$ cat src/pse_status_regs.svh
// Purpose: Offsets, field positions and reset values of the channel status/mode bank
// Assumes: Byte-wide registers addressed by an 8-bit command pointer
// Notes: Definitions only
`ifndef PSE_STATUS_REGS_SVH
`define PSE_STATUS_REGS_SVH
`define REG_POWER_STATE 8'h10
`define REG_STRAP_STATUS 8'h11
`define REG_MODE_SELECT 8'h12
`define MODE_RESET 8'h00
`define POWER_RESET 8'h00
`define PG_LSB 4
`define PE_LSB 0
`define STRAP_LSB 3
`define HALF_BIT 2
`define ADDR_PREFIX 2'h1
`define BCAST_ADDR 7'h7f
`endif

$ cat src/pse_regs_pkg.sv
// Purpose: Types shared by the status/mode bank and its two-wire target
// Assumes: Mode codes follow enum order 0..3
// Notes: Constants live in pse_status_regs.svh
package pse_regs_pkg;
  typedef enum logic [1:0] {MODE_OFF, MODE_MANUAL, MODE_SEMI, MODE_AUTO} mode_t;
  typedef enum logic [2:0] {ST_IDLE, ST_ADDR, ST_ACK, ST_RX, ST_TX, ST_TXACK} twi_state_t;
endpackage

$ cat src/reg_access_if.sv
// Purpose: Byte access path between the two-wire target and the register bank
// Assumes: One clock domain
// Notes: wrStb is a one-cycle pulse
`timescale 1ns/1ns
`default_nettype none
interface reg_access_if;
  logic [7:0] ptr;
  logic [7:0] wrData;
  logic wrStb;
  logic [7:0] rdData;
  logic [6:0] devAddr;
  modport target (output ptr, output wrData, output wrStb, input rdData, input devAddr);
  modport bank (input ptr, input wrData, input wrStb, output rdData, output devAddr);
endinterface
`default_nettype wire

$ cat src/twi_target.sv
// Purpose: Two-wire bus target turning bus bytes into pointer, write and read accesses
// Assumes: scl and sdaIn are asynchronous pins; host clock far below sys_clk
// Notes: First written byte sets the pointer, later ones write it; no auto-increment
`timescale 1ns/1ns
`default_nettype none
module twi_target
  import pse_regs_pkg::*;
(
  // Clock and control
  input wire logic sys_clk,
  input wire logic rstnQ,
  input wire logic ce,
  // Bus pins
  input wire logic scl,
  input wire logic sdaIn,
  output logic sdaOe,
  // Register side
  reg_access_if.target bus
);
  `include "pse_status_regs.svh"

  logic [2:0] sclSync_ff, sdaSync_ff;
  logic sclF_ff, sdaF_ff, sclOld_ff, sdaOld_ff;
  logic nxt_sclF, nxt_sdaF;
  twi_state_t state_ff, nxt_state;
  logic [3:0] bitCnt_ff, nxt_bitCnt;
  logic [7:0] shift_ff, nxt_shift, ptr_ff, nxt_ptr, wrData_ff, nxt_wrData;
  logic oe_ff, nxt_oe, isRead_ff, nxt_isRead, first_ff, nxt_first, wrStb_ff, nxt_wrStb;
  logic rise, fall, start, stop;

  // Filtered levels move only when the second and third stages agree
  always_comb begin
    nxt_sclF = (sclSync_ff[1] == sclSync_ff[2]) ? sclSync_ff[2] : sclF_ff;
    nxt_sdaF = (sdaSync_ff[1] == sdaSync_ff[2]) ? sdaSync_ff[2] : sdaF_ff;
  end

  always_ff @(posedge sys_clk or negedge rstnQ) begin
    if (!rstnQ) begin
      sclSync_ff <= 3'h7;
      sdaSync_ff <= 3'h7;
      sclF_ff <= 1'b1;
      sdaF_ff <= 1'b1;
      sclOld_ff <= 1'b1;
      sdaOld_ff <= 1'b1;
    end else if (ce) begin
      sclSync_ff <= {sclSync_ff[1:0], scl};
      sdaSync_ff <= {sdaSync_ff[1:0], sdaIn};
      sclF_ff <= nxt_sclF;
      sdaF_ff <= nxt_sdaF;
      sclOld_ff <= sclF_ff;
      sdaOld_ff <= sdaF_ff;
    end
  end

  assign rise = sclF_ff & ~sclOld_ff;
  assign fall = ~sclF_ff & sclOld_ff;
  assign start = sclF_ff & sclOld_ff & sdaOld_ff & ~sdaF_ff;
  assign stop = sclF_ff & sclOld_ff & ~sdaOld_ff & sdaF_ff;

  // Byte engine; data is sampled on rise and driven after fall
  always_comb begin
    nxt_state = state_ff;
    nxt_bitCnt = bitCnt_ff;
    nxt_shift = shift_ff;
    nxt_ptr = ptr_ff;
    nxt_wrData = wrData_ff;
    nxt_oe = oe_ff;
    nxt_isRead = isRead_ff;
    nxt_first = first_ff;
    nxt_wrStb = 1'b0;
    if (start) begin
      nxt_state = ST_ADDR;
      nxt_bitCnt = 4'h0;
      nxt_oe = 1'b0;
      nxt_first = 1'b1;
    end else if (stop) begin
      nxt_state = ST_IDLE;
      nxt_oe = 1'b0;
    end else begin
      if (rise && (state_ff == ST_ADDR || state_ff == ST_RX || state_ff == ST_TX)) begin
        nxt_shift = (state_ff == ST_TX) ? shift_ff : {shift_ff[6:0], sdaF_ff};
        nxt_bitCnt = bitCnt_ff + 4'h1;
      end
      unique case (state_ff)
        ST_IDLE: ;
        ST_ADDR: if (fall && bitCnt_ff == 4'h8) begin
          // Own address, or broadcast for writes only
          if (shift_ff[7:1] == bus.devAddr
              || (shift_ff[7:1] == `BCAST_ADDR && !shift_ff[0])) begin
            nxt_state = ST_ACK;
            nxt_oe = 1'b1;
            nxt_isRead = shift_ff[0];
          end else begin
            nxt_state = ST_IDLE;
          end
        end
        ST_ACK: if (fall) begin
          nxt_bitCnt = 4'h0;
          if (isRead_ff) begin
            nxt_state = ST_TX;
            nxt_shift = bus.rdData;
            nxt_oe = ~bus.rdData[7];
          end else begin
            nxt_state = ST_RX;
            nxt_oe = 1'b0;
          end
        end
        ST_RX: if (fall && bitCnt_ff == 4'h8) begin
          nxt_state = ST_ACK;
          nxt_oe = 1'b1;
          nxt_first = 1'b0;
          if (first_ff) begin
            nxt_ptr = shift_ff;
          end else begin
            nxt_wrData = shift_ff;
            nxt_wrStb = 1'b1;
          end
        end
        ST_TX: if (fall) begin
          if (bitCnt_ff == 4'h8) begin
            nxt_state = ST_TXACK;
            nxt_oe = 1'b0;
          end else begin
            nxt_shift = {shift_ff[6:0], 1'b0};
            nxt_oe = ~shift_ff[6];
          end
        end
        ST_TXACK: if (rise) begin
          nxt_state = sdaF_ff ? ST_IDLE : ST_ACK;
        end
        default: nxt_state = ST_IDLE;
      endcase
    end
  end

  always_ff @(posedge sys_clk or negedge rstnQ) begin
    if (!rstnQ) begin
      state_ff <= ST_IDLE;
      bitCnt_ff <= 4'h0;
      shift_ff <= 8'h00;
      ptr_ff <= 8'h00;
      wrData_ff <= 8'h00;
      oe_ff <= 1'b0;
      isRead_ff <= 1'b0;
      first_ff <= 1'b1;
      wrStb_ff <= 1'b0;
    end else if (ce) begin
      state_ff <= nxt_state;
      bitCnt_ff <= nxt_bitCnt;
      shift_ff <= nxt_shift;
      ptr_ff <= nxt_ptr;
      wrData_ff <= nxt_wrData;
      oe_ff <= nxt_oe;
      isRead_ff <= nxt_isRead;
      first_ff <= nxt_first;
      wrStb_ff <= nxt_wrStb;
    end
  end

  assign sdaOe = oe_ff;
  assign bus.ptr = ptr_ff;
  assign bus.wrData = wrData_ff;
  assign bus.wrStb = wrStb_ff;
endmodule // twi_target
`default_nettype wire

$ cat src/pse_channel_status_mode_regs.sv
// Purpose: Power status, address strap status and channel mode registers for four channels
// Assumes: Engine inputs are on sys_clk; straps and bus pins are asynchronous
// Notes: Reached over the two-wire bus through twi_target
`timescale 1ns/1ns
`default_nettype none
module pse_channel_status_mode_regs
  import pse_regs_pkg::*;
(
  // Clock, reset, enable
  input wire logic sys_clk,
  input wire logic rstn,
  input wire logic ce,
  // Two-wire host bus
  input wire logic scl,
  input wire logic sdaIn,
  output logic sdaOut,
  output logic sdaOe,
  // Straps
  input wire logic [3:0] addressStrapPins,
  input wire logic halfSelectPin,
  input wire logic configB,
  // From power engines
  input wire logic [3:0] chanOn,
  input wire logic [3:0] turnOnDone,
  input wire logic [3:0] channelDrainSense,
  input wire logic [1:0] fourPairWired,
  input wire logic [1:0] singleSignature,
  // To power engines
  output logic [7:0] channelModeField,
  output logic [3:0] discoveryAllow,
  output logic [3:0] turnOnAllow,
  output logic [3:0] autoPowerOn,
  output logic [3:0] singleShotCycle,
  // Status
  output logic [3:0] powerGoodFlag,
  output logic [3:0] powerEnabledFlag,
  output logic [3:0] powerGoodChangeEvent,
  output logic [3:0] powerEnableChangeEvent
);
  `include "pse_status_regs.svh"

  reg_access_if bus ();

  // Mode of one channel, decoded in several places
  function automatic mode_t modeOf(input logic [7:0] m, input int ch);
    modeOf = mode_t'(m[2*ch +: 2]);
  endfunction

  logic [1:0] rstSync_ff;
  logic rstnQ;

  // Reset released through two stages so every flop on rstnQ leaves reset together
  always_ff @(posedge sys_clk or negedge rstn) begin
    if (!rstn) begin
      rstSync_ff <= 2'h0;
    end else begin
      rstSync_ff <= {rstSync_ff[0], 1'b1};
    end
  end
  assign rstnQ = rstSync_ff[1];

  // Strap pins: three stages, accepted when stages two and three agree
  logic [5:0] pin1_ff, pin2_ff, pin3_ff, pinQ_ff, nxt_pinQ;
  logic [7:0] strapReg_ff, nxt_strapReg;
  logic sdaOut_ff;

  always_comb begin
    nxt_pinQ = (pin2_ff == pin3_ff) ? pin3_ff : pinQ_ff;
    nxt_strapReg = 8'h00; // Reserved bits 7, 1, 0 stay zero
    nxt_strapReg[`STRAP_LSB +: 4] = pinQ_ff[3:0];
    nxt_strapReg[`HALF_BIT] = pinQ_ff[4] & ~pinQ_ff[5];
  end

  always_ff @(posedge sys_clk or negedge rstnQ) begin
    if (!rstnQ) begin
      pin1_ff <= 6'h00;
      pin2_ff <= 6'h00;
      pin3_ff <= 6'h00;
      pinQ_ff <= 6'h00;
      strapReg_ff <= 8'h00;
      sdaOut_ff <= 1'b0;
    end else if (ce) begin
      pin1_ff <= {configB, halfSelectPin, addressStrapPins};
      pin2_ff <= pin1_ff;
      pin3_ff <= pin2_ff;
      pinQ_ff <= nxt_pinQ;
      strapReg_ff <= nxt_strapReg;
      sdaOut_ff <= 1'b0; // Open drain: only ever pulls low
    end
  end

  assign bus.devAddr = {`ADDR_PREFIX, strapReg_ff[`STRAP_LSB +: 4], strapReg_ff[`HALF_BIT]};

  // Mode register; other offsets are read-only and writes there are dropped
  logic [7:0] mode_ff, nxt_mode;
  always_comb begin
    nxt_mode = mode_ff;
    if (bus.wrStb && bus.ptr == `REG_MODE_SELECT) begin
      nxt_mode = bus.wrData;
    end
  end

  // Per-channel power tracking and engine permissions
  logic [3:0] pg_ff, nxt_pg, pe_ff, nxt_pe, pend_ff, nxt_pend;
  logic [3:0] pgEvt_ff, nxt_pgEvt, peEvt_ff, nxt_peEvt;
  logic [3:0] disc_ff, nxt_disc, ton_ff, nxt_ton, auto_ff, nxt_auto, shot_ff, nxt_shot;
  logic [3:0] pendNow, isOff;
  logic [1:0] portMatch, sig4;

  always_comb begin
    for (int p = 0; p < 2; p++) begin
      portMatch[p] = ~fourPairWired[p] | (mode_ff[4*p +: 2] == mode_ff[4*p+2 +: 2]);
      sig4[p] = fourPairWired[p] & singleSignature[p];
    end
  end

  genvar g;
  generate
    for (g = 0; g < 4; g++) begin : gChan
      always_comb begin
        isOff[g] = (modeOf(mode_ff, g) == MODE_OFF);
        // Drain reached the good level during this turn-on
        pendNow[g] = chanOn[g] & ~isOff[g] & (pend_ff[g] | (turnOnDone[g] & channelDrainSense[g]));
      end
    end
  endgenerate

  always_comb begin
    for (int i = 0; i < 4; i++) begin
      nxt_pend[i] = pendNow[i];
      // Each channel follows its own state single signature waits for its partner
      nxt_pg[i] = pendNow[i] & (pg_ff[i] | ~sig4[i/2] | pendNow[i^1]);
      nxt_pe[i] = chanOn[i] & ~isOff[i];
      // Any change, including a fall to zero, raises that channel's event
      nxt_pgEvt[i] = nxt_pg[i] ^ pg_ff[i];
      nxt_peEvt[i] = nxt_pe[i] ^ pe_ff[i];
      nxt_disc[i] = ~isOff[i] & portMatch[i/2];
      nxt_ton[i] = ~isOff[i] & portMatch[i/2];
      nxt_auto[i] = (modeOf(mode_ff, i) == MODE_AUTO) & portMatch[i/2];
      nxt_shot[i] = (modeOf(mode_ff, i) == MODE_MANUAL);
    end
  end

  always_ff @(posedge sys_clk or negedge rstnQ) begin
    if (!rstnQ) begin
      mode_ff <= `MODE_RESET;
      pend_ff <= 4'h0;
      pg_ff <= 4'(`POWER_RESET >> `PG_LSB);
      pe_ff <= 4'h0;
      pgEvt_ff <= 4'h0;
      peEvt_ff <= 4'h0;
      disc_ff <= 4'h0;
      ton_ff <= 4'h0;
      auto_ff <= 4'h0;
      shot_ff <= 4'h0;
    end else if (ce) begin
      mode_ff <= nxt_mode;
      pend_ff <= nxt_pend;
      pg_ff <= nxt_pg;
      pe_ff <= nxt_pe;
      pgEvt_ff <= nxt_pgEvt;
      peEvt_ff <= nxt_peEvt;
      disc_ff <= nxt_disc;
      ton_ff <= nxt_ton;
      auto_ff <= nxt_auto;
      shot_ff <= nxt_shot;
    end
  end

  // Read mux; unmapped pointers read zero
  always_comb begin
    unique case (bus.ptr)
      `REG_POWER_STATE: bus.rdData = {pg_ff, pe_ff};
      `REG_STRAP_STATUS: bus.rdData = strapReg_ff;
      `REG_MODE_SELECT: bus.rdData = mode_ff;
      default: bus.rdData = 8'h00;
    endcase
  end

  twi_target uTarget (
    .sys_clk(sys_clk),
    .rstnQ(rstnQ),
    .ce(ce),
    .scl(scl),
    .sdaIn(sdaIn),
    .sdaOe(sdaOe),
    .bus(bus)
  );

  assign sdaOut = sdaOut_ff;
  assign channelModeField = mode_ff;
  assign discoveryAllow = disc_ff;
  assign turnOnAllow = ton_ff;
  assign autoPowerOn = auto_ff;
  assign singleShotCycle = shot_ff;
  assign powerGoodFlag = pg_ff;
  assign powerEnabledFlag = pe_ff;
  assign powerGoodChangeEvent = pgEvt_ff;
  assign powerEnableChangeEvent = peEvt_ff;

  a_pg_needs_on: assert property (@(posedge sys_clk) disable iff (!rstnQ)
    ce && !chanOn[0] |=> !pg_ff[0]) else $error("power-good set while channel off");
  a_pg_sets_done: assert property (@(posedge sys_clk) disable iff (!rstnQ)
    ce && chanOn[0] && turnOnDone[0] && channelDrainSense[0] && !sig4[0] && !isOff[0]
    |=> pg_ff[0]) else $error("power-good not latched after turn-on");
  a_pe_follows_on: assert property (@(posedge sys_clk) disable iff (!rstnQ)
    ce && chanOn[2] && !isOff[2] ##1 ce |-> pe_ff[2]) else $error("on state not shown");
  a_single_sig_pair: assert property (@(posedge sys_clk) disable iff (!rstnQ)
    sig4[1] && $rose(pg_ff[2]) |-> pg_ff[3]) else $error("single signature pair split");
  a_fall_sets_event: assert property (@(posedge sys_clk) disable iff (!rstnQ)
    $fell(pg_ff[1]) || $fell(pe_ff[1]) |-> pgEvt_ff[1] || peEvt_ff[1])
    else $error("fall without change event");
  a_mode_write_takes: assert property (@(posedge sys_clk) disable iff (!rstnQ)
    ce && bus.wrStb && bus.ptr == `REG_MODE_SELECT |=> mode_ff == $past(bus.wrData))
    else $error("mode write lost");
  a_mismatch_blocks: assert property (@(posedge sys_clk) disable iff (!rstnQ)
    ce && fourPairWired[0] && mode_ff[1:0] != mode_ff[3:2] |=> !ton_ff[0] && !disc_ff[1])
    else $error("mismatched port still allowed");
  a_off_no_disc: assert property (@(posedge sys_clk) disable iff (!rstnQ)
    ce && mode_ff[5:4] == 2'h0 |=> !disc_ff[2] && !pe_ff[2]) else $error("off channel active");
  a_config_b_half: assert property (@(posedge sys_clk) disable iff (!rstnQ)
    ce && pinQ_ff[5] |=> !strapReg_ff[`HALF_BIT]) else $error("half bit set in config B");
  a_reserved_zero: assert property (@(posedge sys_clk) disable iff (!rstnQ)
    strapReg_ff[7] == 1'b0 && strapReg_ff[1:0] == 2'h0) else $error("reserved bits nonzero");
endmodule // pse_channel_status_mode_regs
`default_nettype wire

$ cat config.mk
export PLATFORM = sky130hd
export DESIGN_NAME = pse_channel_status_mode_regs
export DESIGN_NICKNAME = d
export VERILOG_FILES = /design/src/pse_regs_pkg.sv /design/src/reg_access_if.sv /design/src/twi_target.sv /design/src/pse_channel_status_mode_regs.sv
export VERILOG_INCLUDE_DIRS = /design/src
export SDC_FILE = /design/constraint.sdc
export NUM_CORES = 1
export LEC_CHECK = 0
export ABC_AREA = 1
export BUFFER_PORTS_ARGS = -buffer_cell sky130_fd_sc_hd__buf_2
export CORE_MARGIN = 4
export CORE_UTILIZATION = 55
export CTS_CLUSTER_SIZE = 16
export DETAILED_ROUTE_END_ITERATION = 8
export PLACE_DENSITY_LB_ADDON = 0.05
export SETUP_SLACK_MARGIN = 0.5
export SLEW_MARGIN = 5
export SYNTH_ARGS = -nofsm -noshare
export SYNTH_HDL_FRONTEND = slang
export SYNTH_SLANG_ARGS = --single-unit
$ cat constraint.sdc
create_clock -name sys_clk -period 10.24 [get_ports sys_clk]
set_input_delay 1.024 -clock sys_clk [delete_from_list [all_inputs] [get_ports sys_clk]]
set_output_delay 1.024 -clock sys_clk [all_outputs]
set_load 0.01 [all_outputs]
== Word level (Yosys, flattened, before mapping) ==
Index checks and enable logic that the tools add are counted.
Word-level totals
  register bits: 116
  bits in latches: 0
  RAM bits: 0
  ROM bits: 0
  input bits: 27
  memories kept: 0
Cells by class
  $add $sub $neg: 1
  multiply operators: 0
  div/mod/pow operators: 0
  $lt $le $gt $ge: 0
  eq/ne operators: 33
  shift operators: 0
  multiplexer cells: 44
  bitwise gates (word level): 74
  reduce and logical (&&, ||, !) cells: 28
Operator list (count)
  2-to-1 mux 8 bit: 6
  AND 1 bit: 34
  2-to-1 mux 3 bit: 9
  equality test 8 x 5 -> 1 bit, second input constant: 3
  one-hot mux 8 bit (3 select lines): 1
  2-to-1 mux 4 bit: 5
  2-to-1 mux 1 bit: 18
  inverter 1 bit: 18
  one-hot mux 3 bit (6 select lines): 1
  AND reduction 6 bit: 3
  != test 4 x 2 -> 1 bit, second input constant: 4
  one-hot mux 8 bit (2 select lines): 1
  OR 1 bit: 14
  != test 4 x 1 -> 1 bit, second input constant: 3
  AND reduction 2 bit: 5
  equality test 2 x 1 -> 1 bit, second input constant: 4
  equality test 2 bit, second input constant: 4
  zero test 2 bit: 4
  AND reduction 8 bit: 1
  bitwise XOR 1 bit: 8
  equality test 7 x 6 -> 1 bit: 1
  equality test 7 bit, second input constant: 1
  AND reduction 7 bit: 1
  equality test 3 x 2 -> 1 bit, second input constant: 2
  19 further kinds: 29

== Depth between registers and ports, before layout ==
Gate-level depths: netlist of run 1.
  word-level depth: 9
  gate-level depth with buffers: 12

== Modules after synthesis ==
A second synthesis of run 1 with hierarchy kept.
Unflattened totals
  cells, all modules: 774
  area, all modules: 6054.6 sq um
Modules (own cells, without submodules)
  pse_channel_status_mode_regs: times used 1, cells each 438, area an instance 3395.8 sq um
  twi_target: times used 1, cells each 336, area an instance 2658.8 sq um

== Worst setup path after synthesis of run 1 ==
No wires, ideal clock.
  kind: input-to-reg
  start: input ce
  end: register uTarget.wrData_ff[6] (netlist: uTarget.bus.wrData[6])
  setup time: 118 ps
  arrival time: 1970 ps
  data required time: 10122 ps
  slack: 8152 ps
  stages on the path: 8
  buffers on the path: 3
  cell sequence: buf_2 > inv_1 > buf_2 > nor2_4 > nand2_2 > buf_6 > nand2_1 > o21ai_2
Between the ends
  longest elaborated chain between the ends: 1
RTL lines
  from (decl): RTL line pse_channel_status_mode_regs.sv:12  | input wire logic ce,
  AND reduction 6 bit (no source line)
  to (signal assigned): RTL line twi_target.sv:152  | wrData_ff <= nxt_wrData;
  to (decl): RTL line twi_target.sv:27  | logic [7:0] shift_ff, nxt_shift, ptr_ff, nxt_ptr, wrData_ff, nxt_wrData;
Every way passes these cells.
A chain may end at the register's enable or synchronous reset.

== Worst setup path in the final report of run 1 ==
  start: input ce
  end: register uTarget.wrData_ff[4] (netlist: uTarget.bus.wrData[4])
Same word-level chain as after synthesis.

==> results of run 1 <==
metal layers:
metal / wire [µm] / vias to the layer above
met4: 321 / 0
li1: - / 2510
met2: 6890 / 140
met3: 697 / 29
met5: 0 / -
met1: 6550 / 2457
cells by family after synthesis:
| family | after synthesis |
|---|---|
| xor+xnor | 13 |
| compound gates | 146 |
| fa+ha+maj | 2 |
| buf+inv | 113 |
| simple gates | 336 |
| mux | 8 |
| other cells | 2 |
| flops | 116 |
cells in the final DEF, fill, tap and decap left out, types with 4 or more instances in the layout:
| cell | netlist | final |
|---|---|---|
| mux2_1 | 8 | 8 |
| a31oi_1 | 5 | 5 |
| clkinvlp_4 | 0 | 4 |
| nand2_2 | 4 | 4 |
| o22ai_1 | 8 | 8 |
| xnor2_1 | 5 | 5 |
| o21ai_1 | 14 | 14 |
| nand3_1 | 32 | 32 |
| nor2_2 | 7 | 7 |
| buf_2 | 3 | 67 |
| dfstp_2 | 11 | 11 |
| nor2_1 | 31 | 31 |
| nand4_1 | 17 | 17 |
| o21ai_0 | 75 | 75 |
| a21oi_1 | 23 | 23 |
| o21ai_2 | 11 | 11 |
| clkbuf_16 | 0 | 16 |
| xor2_1 | 8 | 8 |
| nand2_1 | 230 | 230 |
| inv_1 | 70 | 69 |
| inv_2 | 16 | 17 |
| o31ai_1 | 5 | 5 |
| dfrtp_1 | 105 | 104 |
| nor2_4 | 4 | 4 |
registers in the layout, summed over array words and instances (netlist names), 5 cells and up:
register and flops:
channelModeField 8, pin1_ff 6, pin2_ff 6, pin3_ff 6
pinQ_ff 6, strapReg_ff 5, uTarget.bus.ptr 8, uTarget.bus.wrData 8
uTarget.shift_ff 8
critical path, cell delays in order:
cell	delay, ns
buf_2	0.07
buf_4	0.53
inv_2	0.59
nor2_4	0.31
nand2_2	0.27
nand2_1	0.17
o21ai_2	0.06
layout make-up:
class	instances	area, µm²	area share [%]
Multi-Input combinational cell	507	2560	37.1
Sequential cell	116	2920	42.3
Inverter	86	323	4.68
Tap cell	136	170	2.47
Clock buffer	21	449	6.51
Timing Repair Buffer	69	350	5.08
Clock inverter	11	126	1.83
final timing paths:
kind	start	end	slack (ns)
setup reg to reg	uTarget.bus.ptr[5]$_DFFE_PN0P_	channelModeField[6]$_DFFE_PN0P_	8.41
max in group asynchronous	rstSync_ff[1]$_DFF_PN0_	uTarget.bitCnt_ff[1]$_DFFE_PN0P_	8.63
setup / recovery	ce	uTarget.bus.wrData[4]$_DFFE_PN0P_	7.60
min in group sys_clk	rstSync_ff[0]$_DFF_PN0_	rstSync_ff[1]$_DFF_PN0_	0.35
hold reg to reg	rstSync_ff[0]$_DFF_PN0_	rstSync_ff[1]$_DFF_PN0_	0.35
hold / removal	rstn	rstSync_ff[1]$_DFF_PN0_	0.27
power breakdown:
| part | switching (mW) | total (mW) | internal [mW] |
|---|---|---|---|
| clock network | 0.212 | 0.571 | 0.360 |
| registers | 0.0317 | 0.529 | 0.497 |
| logic | 0.0611 | 0.0953 | 0.0341 |
| total | 0.305 | 1.20 | 0.891 |
==> impl_metrics.yaml, run 1 <==
drt:
  drcViolationCount: 0
  ant_nets: 0
  viasPerCell: 5.43
  drt_first_pass_iters: 5
  drt_iter0_drc: 488
  routed_wl_mm: 14.5
  num_vias: 5136
  avgRoutedWirePerCell_um: 15.3
global_route:
  met3_usage_pct: 5.82
  grt_pass1_vias: 5175
  grtUsageTotal_pct: 24.8
  grt.busiest_layer: "met2"
  overflow: 0
  grtUsageMet1_pct: 33.6
  grt_pass1_wl_mm: 25.1
  antenna_found_initial: 0
  grt_max_degree: 74
  grt_use_met2_pct: 39.3
timing:
  relSlewSlack_pct: 31.1
  finalMaxSlewViolations: 0
  worst_clock_skew_ns: 0.00744
  finalSetupTns_ns: 0
  worst_slack_ns: 7.60
  setup-violations-final: 0
  worst_pin_slew_ns: 1.03
  min_period_over_period_pct: 25.8
  rsz0062_at_grt: "false"
  finalHoldViolCount: 0
  max_freq_mhz: 378
  whs_ns: 0.271
  min_period_ns: 2.64
logic_synthesis:
  synth_seq_cells: 116
  synth_edf_count: 0
  synth-xor-area-share_pct: 1.91
  synth-seq-area-share_pct: 49.0
  synth.area.top_cells: "dfrtp_1 44%, nand2_1 14%, o21ai_0 6.3%, dfstp_2 4.9%, inv_1 4.4%"
  syn-num-nets: 765
  synthFlopType: "dfrtp_1"
  async_flop_share_pct: 100
  synth_top_family_by_area: "simple AND/OR/NAND/NOR gates"
  synth_common_cells: "230 x nand2_1, 105 x dfrtp_1, 75 x o21ai_0"
  synth.most_common_cell: "nand2_1"
  synth_cell_types: 39
  yosys.area.top_type: "dfrtp_1"
  netlist_area_mm2: 0.00595
  synthMuxAreaShare_pct: 1.51
  synth_compound_area_share_pct: 13.7
  synth_top_area_share_pct: 44.1
  avgSynthCellArea_um2: 8.09
  ys_warn_count: 0
  synth_fa_ha_area_share_pct: 0.420
  synth-simple-area-share_pct: 25.2
  syn_inst: 736
clock_tree:
  cts_root_buffer: "clkbuf_8"
  clk_pin_slew_ns: 0.06
  clock_latency_ns: 0.52
  cts_setup_buffers: 0
  cts_resized: 0
  clock-sinks: 116
  cts_tree: "yes"
  h-tree-depth: 4
  cts_buffers: 17
  cts_hold_buf: 0
  cts_max_path_buffers: 2
finish:
  fin_nets: 826
  area_growth_pct: 15.8
  stdcell_count: 946
  nFillCells: 924
  diodes: 0
  final_util_pct: 66.2
  stdcell_area_mm2: 0.00690
  post_route_cells_drive_above_1_share_pct: 20.0
placed_design:
  portBuffers: 67
  gp_congestion: 0.899
  dp_cells: 914
  dp_slack_ns: 7.05
  placed_area_mm2: 0.00632
  dpl.hpwl_mm: 10.2
power:
  vdd_drop_max_mv: 0.123
  powerDensity_mw_per_mm2: 173
  total_power_mw: 1.20
  leakage_nw: 3.44
floorplanning:
  die_h_um: 112
  die_w_um: 112
  initial_core_util_pct: 57.2
  dieArea_mm2: 0.0126
  rows: 37
  core_area_mm2: 0.0104
  io_pins: 69
critical_path:
  worstPathMaxFanout: 73
  cp_data_arrival_time_ns: 3.04
  cp.required_ns: 10.64
  startpoint_type: "input port"
  critPathCaptureType: "register"
  reg2reg_depth: 7
  critical_path_class: "input port to register"
job:
  maxCapViolations: 0
run_status:
  outcome: "finished clean"
worst_hold_path:
  hold_path.class: "input port to async pin"
Note: power is estimated with default switching activity, not from simulation.
==> run 2: changes to the inputs <==
==> constraint.sdc (replaced) <==
create_clock -name sys_clk -period 2.8 [get_ports sys_clk]
set_input_delay 0.28 -clock sys_clk [delete_from_list [all_inputs] [get_ports sys_clk]]
set_output_delay 0.28 -clock sys_clk [all_outputs]
set_load 0.01 [all_outputs]
==> run 2 against run 1 <==
Compared with the run above:
- flip-flop and latch count is the same
- worst hold slack lost 0.23 ns
- register-to-register slack lost 7.5 ns
- largest power group unchanged
==> impl_metrics.yaml, run 2 (synthesized netlist as in run 1, its figures left out) <==
finish:
  area_growth_pct: 17.8
  stdcell_area_mm2: 0.00702
  multiInputGateArea_mm2: 0.00256
  mostFrequentLayoutCell: "nand2_1"
  mostFrequentLayoutCells: "230 x nand2_1, 104 x dfrtp_1, 75 x o21ai_0, 69 x inv_1, 67 x buf_2"
  diodes: 0
  fin_nets: 840
  post_route_cells_drive_above_1_share_pct: 20.1
  ff_latch_area_mm2: 0.00292
  nFillCells: 881
  final_util_pct: 67.4
clock_tree:
  cts_resized: 0
  cts_root_buffer: "clkbuf_8"
  h-tree-depth: 4
  cts_hold_buf: 9
  clk_pin_slew_ns: 0.06
  cts_buffers: 17
  cts_max_path_buffers: 2
  cts_tree: "yes"
  clock-sinks: 116
  cts_setup_buffers: 0
  clock_latency_ns: 0.52
power:
  sw_frac_of_total_pct: 25.8
  power_frac_seq_pct: 44.2
  total_power_mw: 4.37
  vdd_drop_max_mv: 0.635
  powerDensity_mw_per_mm2: 624
  leakage_nw: 3.50
  p_int_mw: 3.25
  clockPowerShare_pct: 47.5
  p_comb_share_pct: 8.3
  switching_power_mw: 1.13
timing:
  max_freq_mhz: 542
  relSlewSlack_pct: 50.7
  worst_slack_ns: 0.954
  finalHoldViolCount: 0
  rsz0062_at_grt: "false"
  finalMaxSlewViolations: 0
  min_period_over_period_pct: 65.9
  setup-violations-final: 0
  finalSetupTns_ns: 0
  worst_pin_slew_ns: 0.738
  min_period_ns: 1.85
  worst_clock_skew_ns: 0.0102
drt:
  wl_met1_mm: 6.73
  met2_length_mm: 6.68
  drt_first_pass_iters: 5
  viasPerCell: 5.33
  num_vias: 5116
  drcViolationCount: 0
  drt_iter0_drc: 532
  maxUsedRoutingLayer: "met4"
  routed_wl_mm: 14.4
  ant_nets: 0
  met3_wirelength_um: 822
  avgRoutedWirePerCell_um: 15.0
floorplanning:
  dieArea_mm2: 0.0126
  rows: 37
  io_pins: 69
  core_area_mm2: 0.0104
  initial_core_util_pct: 57.2
  die_w_um: 112
  die_h_um: 112
global_route:
  grt_pass1_vias: 4895
  grt_pass1_wl_mm: 24.6
  grt_max_degree: 58
  overflow: 0
  grtUsageTotal_pct: 24.3
  antenna_found_initial: 0
worst_hold_path:
  hold_path.class: "input port to register"
placed_design:
  dp_slack_ns: 0.855
  gp_congestion: 0.857
  portBuffers: 67
  dpl.hpwl_mm: 10.3
  placed_area_mm2: 0.00636
critical_path:
  cp_data_arrival_time_ns: 2.30
  startpoint_type: "register"
  worstPathMaxFanout: 7
  cp.required_ns: 3.25
  critPathCaptureType: "register"
  critical_path_class: "register to register"
job:
  maxCapViolations: 0
run_status:
  outcome: "finished clean"
run 2: layer usage:
layer | global-route usage [%] | up-vias
li1 | - | 2547
met1 | 35.1 | 2392
met2 | 37.2 | 155
met3 | 5.77 | 22
met4 | 6.57 | 0
met5 | 0 | -
run 2: area by class of cell:
class,count,share of cell area [%]
sequential,116,41.6
multi-input combinational,507,36.5
timing repair buffer,83,6.81
clock buffer,21,6.26
inverter,86,4.60
tap,136,2.43
clock inverter,11,1.82
run 2: worst max-delay path, stage by stage, from the launching register on:
cell     delay [ns]
dfrtp_1        0.38
inv_1          0.08
nand2_1        0.07
nor2_2         0.26
nand2_1        0.22
nand2_1        0.16
nand2_1        0.07
nor2_2         0.21
nand2_1        0.14
nand4_1        0.09
nand2_1        0.05
nand2_1        0.05
run 2: per-stage QoR:
stage	hold slack, ns	std cells
CTS	0.0134	960
floorplan	-0.0156	736
detailed placement	0.0656	919
global placement	0.0648	919
finish	0.0374	960
global route	0.0240	960
run 2: path summary, 6_finish.rpt:
check | start | to | slack [ns] | cells after the start
setup / recovery | uTarget.bus.ptr[6]$_DFFE_PN0P_ | uTarget.shift_ff[6]$_DFFE_PN0P_ | 0.95 | 11
hold / removal | chanOn[0] | powerEnabledFlag[0]$_DFFE_PN0P_ | 0.04 | 3
setup reg to reg | uTarget.bus.ptr[6]$_DFFE_PN0P_ | uTarget.shift_ff[6]$_DFFE_PN0P_ | 0.95 | 11
hold reg to reg | rstSync_ff[0]$_DFF_PN0_ | rstSync_ff[1]$_DFF_PN0_ | 0.35 | 0
max in group asynchronous | rstSync_ff[1]$_DFF_PN0_ | uTarget.first_ff$_DFFE_PN1P_ | 1.60 | 1
min in group asynchronous | rstn | rstSync_ff[1]$_DFF_PN0_ | 0.06 | 2
run 2: power by group through the flow:
stage | Sequential [mW] | Combinational, mW | Clock [mW]
after floorplan | 1.94 | 0.255 | 0
final | 1.93 | 0.364 | 2.08
after global routing | 1.95 | 0.427 | 2.19
after global placement | 1.96 | 0.345 | 0
after CTS | 1.93 | 0.368 | 2.11
after detailed placement | 1.96 | 0.355 | 0
